===== src/rglm_pkg.sv =====
/*
 * Constants for the receiver gain and local oscillator monitor bank:
 * register offsets, field values, reset values, management frame
 * layout and averaging widths.
 * Assumes the 16-bit management address space of the module.
 */
package rglm_pkg;

  // ****************************************
  // Register offsets
  // ****************************************
  localparam logic [15:0] A_FEAT    = 16'hBB8C;
  localparam logic [15:0] A_RSVD    = 16'hBBC6;
  localparam logic [15:0] A_GAIN    = 16'hBBC8;
  localparam logic [15:0] A_TARGET  = 16'hBBCC;
  localparam logic [15:0] A_LO_MON  = 16'hBBD0;
  localparam logic [15:0] A_LO_SET  = 16'hBBD1;
  localparam logic [15:0] A_LO_MIN  = 16'hBBD2;
  localparam logic [15:0] A_LO_MAX  = 16'hBBD3;
  localparam logic [15:0] A_DET_CUR = 16'hBBD4;
  localparam logic [15:0] A_DET_AVG = 16'hBBD8;
  localparam logic [15:0] A_DET_MIN = 16'hBBDC;
  localparam logic [15:0] A_DET_MAX = 16'hBBE0;

  // ****************************************
  // Fields and reset values
  // ****************************************
  localparam int          NCH       = 4;
  localparam logic [1:0]  GM_MANUAL = 2'h0;
  localparam logic [1:0]  GM_AUTO   = 2'h1;
  localparam logic [13:0] FEAT_PAD  = 14'h0000;
  localparam logic [15:0] RST_VAL   = 16'h0000;
  localparam logic [15:0] RMIN_RST  = 16'hFFFF;

  // ****************************************
  // Averaging
  // ****************************************
  localparam logic [23:0] CNT_MAX   = 24'hFFFFFF;
  localparam logic [23:0] SUM_PAD   = 24'h000000;
  localparam logic [5:0]  DIV_LAST  = 6'h27;

  // ****************************************
  // Management frame
  // ****************************************
  localparam logic [5:0]  PRE_LEN   = 6'h20;
  localparam logic [4:0]  BIT_HDR   = 5'h0D;
  localparam logic [4:0]  BIT_TA    = 5'h0E;
  localparam logic [4:0]  BIT_TA2   = 5'h0F;
  localparam logic [4:0]  BIT_LAST  = 5'h1F;
  localparam logic [1:0]  ST_C45    = 2'h0;
  localparam logic [1:0]  OP_ADDR   = 2'h0;
  localparam logic [1:0]  OP_WR     = 2'h1;
  localparam logic [1:0]  OP_RDINC  = 2'h2;
  localparam logic [1:0]  OP_RD     = 2'h3;
  localparam logic [4:0]  PORT_ADDR = 5'h00;
  localparam logic [4:0]  DEV_ADDR  = 5'h01;

  typedef enum logic {MS_HUNT, MS_FRAME} rglm_mdio_state_t;

endpackage : rglm_pkg


===== src/rglm_mdio_slave.sv =====
/*
 * Management frame slave: turns serial frames on the management
 * pins into register address, write and read strobes.
 * Assumes the management clock is far slower than clk.
 */
`timescale 1ns/1ps
module rglm_mdio_slave (
  // Clock and reset
  input  wire logic        clk,
  input  wire logic        rst,
  // Pins
  input  wire logic        mdc,
  input  wire logic        mdio_in,
  output logic             mdio_out,
  output logic             mdio_oe,
  // Register side
  output logic [15:0]      reg_addr,
  output logic             wr_pulse,
  output logic [15:0]      wr_data,
  output logic             rd_pulse,
  input  wire logic [15:0] rd_data
);

  logic                      mdc_s1, mdc_s2, mdc_s3, dio_s1, dio_s2;
  logic                      rise;
  logic                      act_reg;
  logic [5:0]                pre_reg;
  logic [4:0]                idx_reg;
  logic [1:0]                op_reg;
  logic [15:0]               sh_reg, rsh_reg, full;
  rglm_pkg::rglm_mdio_state_t st_reg;

  // ****************************************
  // Pin synchronisers
  // ****************************************
  always_ff @(posedge clk) begin
    if (rst) begin
      {mdc_s1, mdc_s2, mdc_s3} <= 3'h0;
      {dio_s1, dio_s2} <= 2'h3;
    end else begin
      {mdc_s1, mdc_s2, mdc_s3} <= {mdc, mdc_s1, mdc_s2};
      {dio_s1, dio_s2} <= {mdio_in, dio_s1};
    end
  end

  assign rise = mdc_s2 & ~mdc_s3;
  assign full = {sh_reg[14:0], dio_s2};

  // ****************************************
  // Frame decode
  // ****************************************
  always_ff @(posedge clk) begin
    if (rst) begin
      st_reg <= rglm_pkg::MS_HUNT;
      pre_reg <= 6'h00;
      idx_reg <= 5'h00;
      op_reg <= 2'h0;
      act_reg <= 1'b0;
      sh_reg <= 16'h0000;
      reg_addr <= 16'h0000;
      wr_pulse <= 1'b0;
      wr_data <= 16'h0000;
      rd_pulse <= 1'b0;
    end else begin
      wr_pulse <= 1'b0;
      rd_pulse <= 1'b0;
      if (rise) begin
        case (st_reg)
          rglm_pkg::MS_HUNT: begin
            sh_reg <= 16'h0000;
            idx_reg <= 5'h01;
            if (dio_s2) begin
              if (pre_reg != rglm_pkg::PRE_LEN) pre_reg <= pre_reg + 6'h01;
            end else if (pre_reg == rglm_pkg::PRE_LEN) begin
              st_reg <= rglm_pkg::MS_FRAME;
            end else begin
              pre_reg <= 6'h00;
            end
          end
          rglm_pkg::MS_FRAME: begin
            sh_reg <= full;
            idx_reg <= idx_reg + 5'h01;
            if (idx_reg == rglm_pkg::BIT_HDR) begin
              op_reg <= full[11:10];
              act_reg <= full[13:12] == rglm_pkg::ST_C45 &&
                         full[9:5] == rglm_pkg::PORT_ADDR &&
                         full[4:0] == rglm_pkg::DEV_ADDR;
              rd_pulse <= full[13:12] == rglm_pkg::ST_C45 &&
                          full[9:5] == rglm_pkg::PORT_ADDR &&
                          full[4:0] == rglm_pkg::DEV_ADDR &&
                          full[11];
            end
            if (idx_reg == rglm_pkg::BIT_LAST) begin
              st_reg <= rglm_pkg::MS_HUNT;
              pre_reg <= 6'h00;
              if (act_reg) begin
                case (op_reg)
                  rglm_pkg::OP_ADDR: reg_addr <= full;
                  rglm_pkg::OP_WR: begin
                    wr_pulse <= 1'b1;
                    wr_data <= full;
                  end
                  rglm_pkg::OP_RDINC: reg_addr <= reg_addr + 16'h0001;
                  default: ;
                endcase
              end
            end
          end
          default: st_reg <= rglm_pkg::MS_HUNT;
        endcase
      end
    end
  end

  // ****************************************
  // Read data drive
  // ****************************************
  always_ff @(posedge clk) begin
    if (rst) begin
      mdio_oe <= 1'b0;
      mdio_out <= 1'b1;
      rsh_reg <= 16'h0000;
    end else if (rise && st_reg == rglm_pkg::MS_FRAME) begin
      if (idx_reg == rglm_pkg::BIT_TA && act_reg && op_reg[1]) begin
        mdio_oe <= 1'b1;
        mdio_out <= 1'b0;
      end else if (idx_reg == rglm_pkg::BIT_TA2 && mdio_oe) begin
        mdio_out <= rd_data[15];
        rsh_reg <= {rd_data[14:0], 1'b0};
      end else if (idx_reg == rglm_pkg::BIT_LAST) begin
        mdio_oe <= 1'b0;
        mdio_out <= 1'b1;
      end else if (mdio_oe) begin
        mdio_out <= rsh_reg[15];
        rsh_reg <= {rsh_reg[14:0], 1'b0};
      end
    end
  end

endmodule : rglm_mdio_slave


===== src/rglm_regs.sv =====
/*
 * Receiver amplifier gain, local oscillator power and RF output
 * detector register bank behind the management pins.
 * Assumes gain_mode, det_kind, the power inputs, det_sample and
 * pm_tick come from logic on clk; mdc and mdio come from pins.
 */
`timescale 1ns/1ps

// Summary of operation
// - Gain voltage registers accept writes only in manual gain mode.
// - Each channel group holds four words: XI, XQ, YI, YQ.
// - Output target registers apply only in automatic gain mode.
// - Features register reports the output detector kind.
// - Read-only local oscillator power monitor, signed hundredths dBm.
// - Read-write local oscillator power set-point, signed hundredths dBm.
// - Read-only lowest permitted set-point, signed hundredths dBm.
// - Read-only highest permitted set-point, signed hundredths dBm.
// - Live detector reading per channel, read-only unsigned word.
// - Per-channel detector average over each monitoring interval.
// - Per-channel detector minimum and maximum over each interval.
module rglm_regs (
  // Clock and reset
  input  wire logic             clk,
  input  wire logic             rst,
  // Management pins
  input  wire logic             mdc,
  input  wire logic             mdio_in,
  output logic                  mdio_out,
  output logic                  mdio_oe,
  // Receiver control and features
  input  wire logic [1:0]       gain_mode,
  input  wire logic [1:0]       det_kind,
  // Local oscillator power
  input  wire logic [15:0]      lo_power_meas,
  input  wire logic [15:0]      lo_power_min,
  input  wire logic [15:0]      lo_power_max,
  output logic [15:0]           lo_power_set,
  // Amplifier drive
  output logic [3:0][15:0]      gain_volt,
  output logic                  gain_volt_valid,
  output logic [3:0][15:0]      out_target,
  output logic                  out_target_valid,
  // Detector samples
  input  wire logic             det_sample,
  input  wire logic [3:0][15:0] det_value,
  input  wire logic             pm_tick
);

  logic [15:0] addr, wr_d, rd_d_reg, rd_mux, lo_set_reg;
  logic        wr_p, rd_p, acc_en, div_busy, avg_done;
  logic        gv_valid_reg, tg_valid_reg, ge;
  logic [15:0] gain_reg [rglm_pkg::NCH];
  logic [15:0] target_reg [rglm_pkg::NCH];
  logic [15:0] tgt_out_reg [rglm_pkg::NCH];
  logic [15:0] live_reg [rglm_pkg::NCH];
  logic [15:0] avg_reg [rglm_pkg::NCH];
  logic [15:0] min_reg [rglm_pkg::NCH];
  logic [15:0] max_reg [rglm_pkg::NCH];
  logic [15:0] rmin_reg [rglm_pkg::NCH];
  logic [15:0] rmax_reg [rglm_pkg::NCH];
  logic [39:0] sum_reg [rglm_pkg::NCH];
  logic [39:0] snap_reg [rglm_pkg::NCH];
  logic [39:0] num_reg;
  logic [23:0] cnt_reg, den_reg, rem_reg, rem_nx;
  logic [24:0] rem_sh;
  logic [15:0] q_reg, q_nx;
  logic [5:0]  step_reg;
  logic [1:0]  ch_reg;

  // ****************************************
  // Management frame slave
  // ****************************************
  rglm_mdio_slave u_mdio (
    .clk      (clk),
    .rst      (rst),
    .mdc      (mdc),
    .mdio_in  (mdio_in),
    .mdio_out (mdio_out),
    .mdio_oe  (mdio_oe),
    .reg_addr (addr),
    .wr_pulse (wr_p),
    .wr_data  (wr_d),
    .rd_pulse (rd_p),
    .rd_data  (rd_d_reg)
  );

  // ****************************************
  // Read path
  // ****************************************
  always_comb begin
    rd_mux = rglm_pkg::RST_VAL;
    case (addr[15:2])
      rglm_pkg::A_FEAT[15:2]: begin
        if (addr[1:0] == 2'h0) rd_mux = {rglm_pkg::FEAT_PAD, det_kind};
      end
      rglm_pkg::A_GAIN[15:2]:    rd_mux = gain_reg[addr[1:0]];
      rglm_pkg::A_TARGET[15:2]:  rd_mux = target_reg[addr[1:0]];
      rglm_pkg::A_LO_MON[15:2]: begin
        case (addr[1:0])
          2'h0:    rd_mux = lo_power_meas;
          2'h1:    rd_mux = lo_set_reg;
          2'h2:    rd_mux = lo_power_min;
          default: rd_mux = lo_power_max;
        endcase
      end
      rglm_pkg::A_DET_CUR[15:2]: rd_mux = live_reg[addr[1:0]];
      rglm_pkg::A_DET_AVG[15:2]: rd_mux = avg_reg[addr[1:0]];
      rglm_pkg::A_DET_MIN[15:2]: rd_mux = min_reg[addr[1:0]];
      rglm_pkg::A_DET_MAX[15:2]: rd_mux = max_reg[addr[1:0]];
      default:                   rd_mux = rglm_pkg::RST_VAL;
    endcase
  end

  always_ff @(posedge clk) begin
    if (rst) rd_d_reg <= rglm_pkg::RST_VAL;
    else if (rd_p) rd_d_reg <= rd_mux;
  end

  // ****************************************
  // Local oscillator set-point
  // ****************************************
  always_ff @(posedge clk) begin
    if (rst) begin
      lo_set_reg <= rglm_pkg::RST_VAL;
    end else if (wr_p && addr == rglm_pkg::A_LO_SET) begin
      if ($signed(wr_d) < $signed(lo_power_min))
        lo_set_reg <= lo_power_min;
      else if ($signed(wr_d) > $signed(lo_power_max))
        lo_set_reg <= lo_power_max;
      else
        lo_set_reg <= wr_d;
    end
  end

  assign lo_power_set = lo_set_reg;

  // ****************************************
  // Mode qualifiers and sample count
  // ****************************************
  always_ff @(posedge clk) begin
    if (rst) begin
      gv_valid_reg <= 1'b0;
      tg_valid_reg <= 1'b0;
    end else begin
      gv_valid_reg <= gain_mode == rglm_pkg::GM_MANUAL;
      tg_valid_reg <= gain_mode == rglm_pkg::GM_AUTO;
    end
  end

  assign gain_volt_valid = gv_valid_reg;
  assign out_target_valid = tg_valid_reg;
  assign acc_en = det_sample && cnt_reg != rglm_pkg::CNT_MAX;

  always_ff @(posedge clk) begin
    if (rst) cnt_reg <= 24'h000000;
    else if (pm_tick) cnt_reg <= {23'h000000, det_sample};
    else if (acc_en) cnt_reg <= cnt_reg + 24'h000001;
  end

  // ****************************************
  // Per-channel registers
  // ****************************************
  for (genvar g = 0; g < rglm_pkg::NCH; g++) begin : g_ch
    always_ff @(posedge clk) begin
      if (rst) begin
        gain_reg[g] <= rglm_pkg::RST_VAL;
      end else if (wr_p && addr[15:2] == rglm_pkg::A_GAIN[15:2] &&
                   addr[1:0] == 2'(g) &&
                   gain_mode == rglm_pkg::GM_MANUAL) begin
        gain_reg[g] <= wr_d;
      end
    end

    always_ff @(posedge clk) begin
      if (rst) begin
        target_reg[g] <= rglm_pkg::RST_VAL;
      end else if (wr_p && addr[15:2] == rglm_pkg::A_TARGET[15:2] &&
                   addr[1:0] == 2'(g)) begin
        target_reg[g] <= wr_d;
      end
    end

    always_ff @(posedge clk) begin
      if (rst) tgt_out_reg[g] <= rglm_pkg::RST_VAL;
      else if (gain_mode == rglm_pkg::GM_AUTO)
        tgt_out_reg[g] <= target_reg[g];
    end

    assign gain_volt[g] = gain_reg[g];
    assign out_target[g] = tgt_out_reg[g];

    always_ff @(posedge clk) begin
      if (rst) live_reg[g] <= rglm_pkg::RST_VAL;
      else if (det_sample) live_reg[g] <= det_value[g];
    end

    always_ff @(posedge clk) begin
      if (rst) sum_reg[g] <= 40'h0000000000;
      else if (pm_tick)
        sum_reg[g] <= det_sample ? {rglm_pkg::SUM_PAD, det_value[g]}
                                 : 40'h0000000000;
      else if (acc_en)
        sum_reg[g] <= sum_reg[g] + {rglm_pkg::SUM_PAD, det_value[g]};
    end

    always_ff @(posedge clk) begin
      if (rst) begin
        rmin_reg[g] <= rglm_pkg::RMIN_RST;
        rmax_reg[g] <= rglm_pkg::RST_VAL;
        min_reg[g] <= rglm_pkg::RST_VAL;
        max_reg[g] <= rglm_pkg::RST_VAL;
      end else begin
        if (pm_tick && cnt_reg != 24'h000000) begin
          min_reg[g] <= rmin_reg[g];
          max_reg[g] <= rmax_reg[g];
        end
        if (det_sample && (pm_tick || cnt_reg == 24'h000000)) begin
          rmin_reg[g] <= det_value[g];
          rmax_reg[g] <= det_value[g];
        end else if (det_sample) begin
          if (det_value[g] < rmin_reg[g]) rmin_reg[g] <= det_value[g];
          if (det_value[g] > rmax_reg[g]) rmax_reg[g] <= det_value[g];
        end
      end
    end
  end

  // ****************************************
  // Interval average divider
  // ****************************************
  assign rem_sh = {rem_reg, num_reg[39]};
  assign ge = rem_sh >= {1'b0, den_reg};
  assign rem_nx = ge ? 24'(rem_sh - {1'b0, den_reg}) : rem_sh[23:0];
  assign q_nx = {q_reg[14:0], ge};

  always_ff @(posedge clk) begin
    if (rst) begin
      div_busy <= 1'b0;
      avg_done <= 1'b0;
      ch_reg <= 2'h0;
      step_reg <= 6'h00;
      rem_reg <= 24'h000000;
      den_reg <= 24'h000001;
      q_reg <= 16'h0000;
      num_reg <= 40'h0000000000;
      for (int i = 0; i < rglm_pkg::NCH; i++) begin
        avg_reg[i] <= rglm_pkg::RST_VAL;
        snap_reg[i] <= 40'h0000000000;
      end
    end else begin
      avg_done <= 1'b0;
      if (pm_tick && cnt_reg != 24'h000000) begin
        div_busy <= 1'b1;
        ch_reg <= 2'h0;
        step_reg <= 6'h00;
        rem_reg <= 24'h000000;
        q_reg <= 16'h0000;
        den_reg <= cnt_reg;
        num_reg <= sum_reg[0];
        for (int i = 0; i < rglm_pkg::NCH; i++) snap_reg[i] <= sum_reg[i];
      end else if (div_busy) begin
        rem_reg <= rem_nx;
        q_reg <= q_nx;
        num_reg <= {num_reg[38:0], 1'b0};
        step_reg <= step_reg + 6'h01;
        if (step_reg == rglm_pkg::DIV_LAST) begin
          avg_reg[ch_reg] <= q_nx;
          step_reg <= 6'h00;
          rem_reg <= 24'h000000;
          q_reg <= 16'h0000;
          if (ch_reg == 2'(rglm_pkg::NCH - 1)) begin
            div_busy <= 1'b0;
            avg_done <= 1'b1;
          end else begin
            ch_reg <= ch_reg + 2'h1;
            num_reg <= snap_reg[2'(ch_reg + 2'h1)];
          end
        end
      end
    end
  end
endmodule : rglm_regs


===== config.mk =====
export PLATFORM = sky130hd
export DESIGN_NAME = rglm_regs
export DESIGN_NICKNAME = d
export VERILOG_FILES = /design/src/rglm_pkg.sv /design/src/rglm_mdio_slave.sv /design/src/rglm_regs.sv
export SDC_FILE = /design/constraint.sdc
export NUM_CORES = 2
export LEC_CHECK = 0
export BUFFER_PORTS_ARGS = -buffer_cell sky130_fd_sc_hd__buf_2
export CAP_MARGIN = 20
export CORE_MARGIN = 2
export CORE_UTILIZATION = 53
export CTS_BUF_LIST = sky130_fd_sc_hd__clkbuf_4 sky130_fd_sc_hd__clkbuf_8 sky130_fd_sc_hd__clkbuf_16
export CTS_CLUSTER_SIZE = 25
export DETAILED_ROUTE_END_ITERATION = 10
export GPL_ROUTABILITY_DRIVEN = 0
export PLACE_DENSITY = 0.67
export RECOVER_POWER = 100
export SLEW_MARGIN = 20
export SYNTH_ARGS = -nofsm -noshare
export SYNTH_HDL_FRONTEND = slang
export SYNTH_HIERARCHICAL = 1
export SYNTH_SLANG_ARGS = --single-unit
export TNS_END_PERCENT = 20

===== constraint.sdc =====
create_clock -name clk -period 14.5 [get_ports clk]
set_input_delay 2.9 -clock clk [delete_from_list [all_inputs] [get_ports clk]]
set_output_delay 2.9 -clock clk [all_outputs]
set_load 0.02 [all_outputs]

==> reports/qor.yml <==
status:
  status: "finished with violations"
  violations: "capacitance limit, slew limit"
sta:
  clock.fmax_mhz: 98.6
  max-slew-margin-rel_pct: -207
  worst_slew_pin_slew_ns: 4.60
  fin_crit_ns: 10.14
  setup_violations: 0
  rsz0062_at_grt: "false"
  setup_tns_ns: 0
  slew_viol_final: 801
  finalHoldViolations: 0
  timing.final.crit_share_pct: 70.0
  finClkSkew_ns: 0.0514
grt:
  grt_pass1_wl_um: 244000
  grt_pass1_vias: 38474
  grt_max_degree: 168
  antenna_found_initial: 15
  grt-ovfl-total: 0
  track_usage_pct: 28.7
die:
  pin_count: 270
  start_util_pct: 53.6
  num_rows: 121
  core_um2: 109000
  die_area_um2: 113000
  die_h_um: 336
  die_w_um: 336
drt:
  num_vias: 40768
  drt_iter0_markers: 4262
  drc: 0
  wire_per_inst_um: 24.1
  drtPass1Iterations: 6
  drt_wl_total_um: 165000
  viasPerCell: 5.97
  antenna_left: 0
yosys:
  synth_warnings: 6
  syn_area_um2: 58500
  async_flop_share_pct: 0
  synth_top_area_cell: "edfxtp_1"
  synth_edf_count: 896
  ys_top_cells_by_area: "edfxtp_1 (46%), dfxtp_1 (8.8%), mux4_2 (5.8%)"
  syn_area_per_cell_um2: 11.6
  ys_top_cells_by_count: "edfxtp_1 (896), and2_1 (463), nor2_1 (359)"
  syn_nets: 5433
  yosysMostFrequentCell: "edfxtp_1"
  synth-seq-cells: 1152
  synth_top_area_share_pct: 46.0
  synthCells: 5051
  synth_ff_type: "edfxtp_1"
  synthDistinctLibCells: 89
  yosysSeqAreaShare_pct: 54.8
finish:
  area.growth.synth_to_final_pct: 11.2
  drive_gt1_share_pct: 11.4
  nets: 5618
  regArea_um2: 32000
  n_fill_cell: 8912
  multi_input_area_um2: 24400
  final_cells: 6824
placement:
  hpwl_um: 113000
  dp_cells: 6588
  io_buffers: 269
critical_path:
  crit_arrival_ns: 10.44
  crit_fanout: 50
  critical_path.most_common_cell: "clkbuf_1"
  slowest_stage: "clkbuf_1"
  cp_cell_sequence: "clkbuf_1 > inv_1 > and2_2 > clkbuf_1 > clkbuf_1 > nand2_1 > nor3b_1 > clkbuf_1 > or2_0"
  critPathLaunchType: "primary input"
  endpoint_kind: "register"
  crit_required_ns: 14.80
  crit_type: "primary input to register"
  critPathMaxStageDelay_ns: 1.90
clock_tree:
  cts_resized: 0
  hold_buffers: 0
  clockBufferDepth: 3
  clk_latency_ns: 0.74
  htree_levels: 3
  cts-root-buf: "clkbuf_16"
  post_cts_buffers: 0
  cts.sinks: 1152
  cts_buffers: 121
  clk_pin_slew_ns: 0.06
  cts_tree: "done"
power_and_ir_drop:
  p_clk_share_pct: 36.8
  power_density_nw_per_um2: 136
  p_seq_share_pct: 43.7
  p_sw_share_pct: 28.7
  p_switching_mw: 2.54
  ir_worst_vdd_mv: 0.309
  pwr-share-comb_pct: 19.5
  leakage_nw: 24.8
  p_int_mw: 6.31
worst_hold_path:
  worstHoldPathType: "register to register"
job:
  maxCapViolations: 16
layout by cell type, fill, tap and decap left out, types with 17 or more instances in the layout:
cell type,synthesis,final
dfxtp_1,256,252
nand3_1,102,102
a31oi_1,18,18
and2_1,463,171
o211ai_1,17,17
nor2b_1,73,72
a21o_1,112,112
nor3_1,201,201
buf_2,19,120
o21bai_1,23,23
or2_2,67,62
a21boi_0,19,19
o22ai_1,21,21
nor2_1,359,356
ha_1,255,254
clkinv_1,1,25
o31ai_1,21,21
or3_1,17,17
mux2i_1,90,90
and2_0,0,290
xor2_1,90,90
and3_1,53,53
a21oi_1,221,221
o21ai_0,188,188
buf_4,3,27
inv_1,275,274
a211oi_1,35,35
nor4_1,26,26
clkinv_2,0,30
edfxtp_1,896,896
nand2b_1,45,45
nand4_1,59,59
mux4_2,150,150
clkbuf_1,214,179
o21a_1,26,26
clkbuf_16,0,122
xnor2_1,86,86
a22oi_1,44,44
nand2_1,274,272
critical path, delay by kind of cell:
family	cells	cell delay (ns)
buf+inv	5	5.41
simple gates	4	2.06
logic make-up (layout without fill, tap and decap cells):
family	Yosys count	after routing	synth area share (%)
and+or+nand+nor	1803	1803	16.3
other	0	4	0
xor gates and xnor gates	176	176	2.64
adders and majority gates	260	260	5.63
AOI/OAI and AO/OA	873	873	9.71
DFF	1152	1152	54.8
buffers and inverters	542	835	3.55
muxes	245	245	7.41
layer usage:
metal	routed length (um)	share of wire [%]	global-route usage, %
met1	69500	42	40.2
met2	76400	46	45.9
met3	12900	7.8	4.07
met4	5760	3.5	9.96
met5	14	0.0085	0
power by group through the flow:
| stage | Sequential [mW] | Clock [mW] | Combinational (mW) |
|---|---|---|---|
| after floorplan | 3.93 | 0 | 1.25 |
| after global placement | 3.93 | 0 | 1.69 |
| after detailed placement | 3.93 | 0 | 1.71 |
| after CTS | 3.87 | 3.29 | 1.72 |
| after global routing | 3.89 | 3.43 | 1.91 |
| final | 3.87 | 3.26 | 1.73 |
area by class of cell:
cell class	count	area share, %
Sequential cell	1152	49.2
Multi-Input combinational cell	3357	37.5
Clock buffer	143	5.01
Tap cell	1476	2.84
Timing Repair Buffer	328	2.33
Inverter	276	1.60
Clock inverter	88	1.42
Antenna cell	4	0.0154
stage by stage:
| step | hold slack [ns] | util [%] | cell area [um2] | total power [mW] | setup WS (ns) |
|---|---|---|---|---|---|
| after floorplan | 0.389 | - | 58500 | 5.18 | 2.16 |
| after global placement | 0.396 | 56.1 | 61200 | 5.62 | 7.43 |
| after detailed placement | 0.401 | 56.1 | 61200 | 5.64 | 7.37 |
| after CTS | 0.430 | 59.9 | 65400 | 8.88 | 8.16 |
| after global routing | 0.456 | 59.6 | 65100 | 9.22 | 3.96 |
| final | 0.426 | 59.6 | 65100 | 8.85 | 4.36 |
worst paths after layout:
check | from | to | slack (ns) | depth (start not counted)
setup / recovery | rst | avg_reg[1][14]$_SDFFCE_PN0P_ | 4.36 | 9
hold / removal | u_mdio/dio_s1$_SDFF_PP1_ | u_mdio/dio_s2$_SDFF_PP1_ | 0.43 | 1
setup reg to reg | cnt_reg[0]$_SDFFE_PP0P_ | avg_reg[1][14]$_SDFFCE_PN0P_ | 7.14 | 12
hold reg to reg | u_mdio/dio_s1$_SDFF_PP1_ | u_mdio/dio_s2$_SDFF_PP1_ | 0.43 | 1
Power figures use the tool's default switching activity.
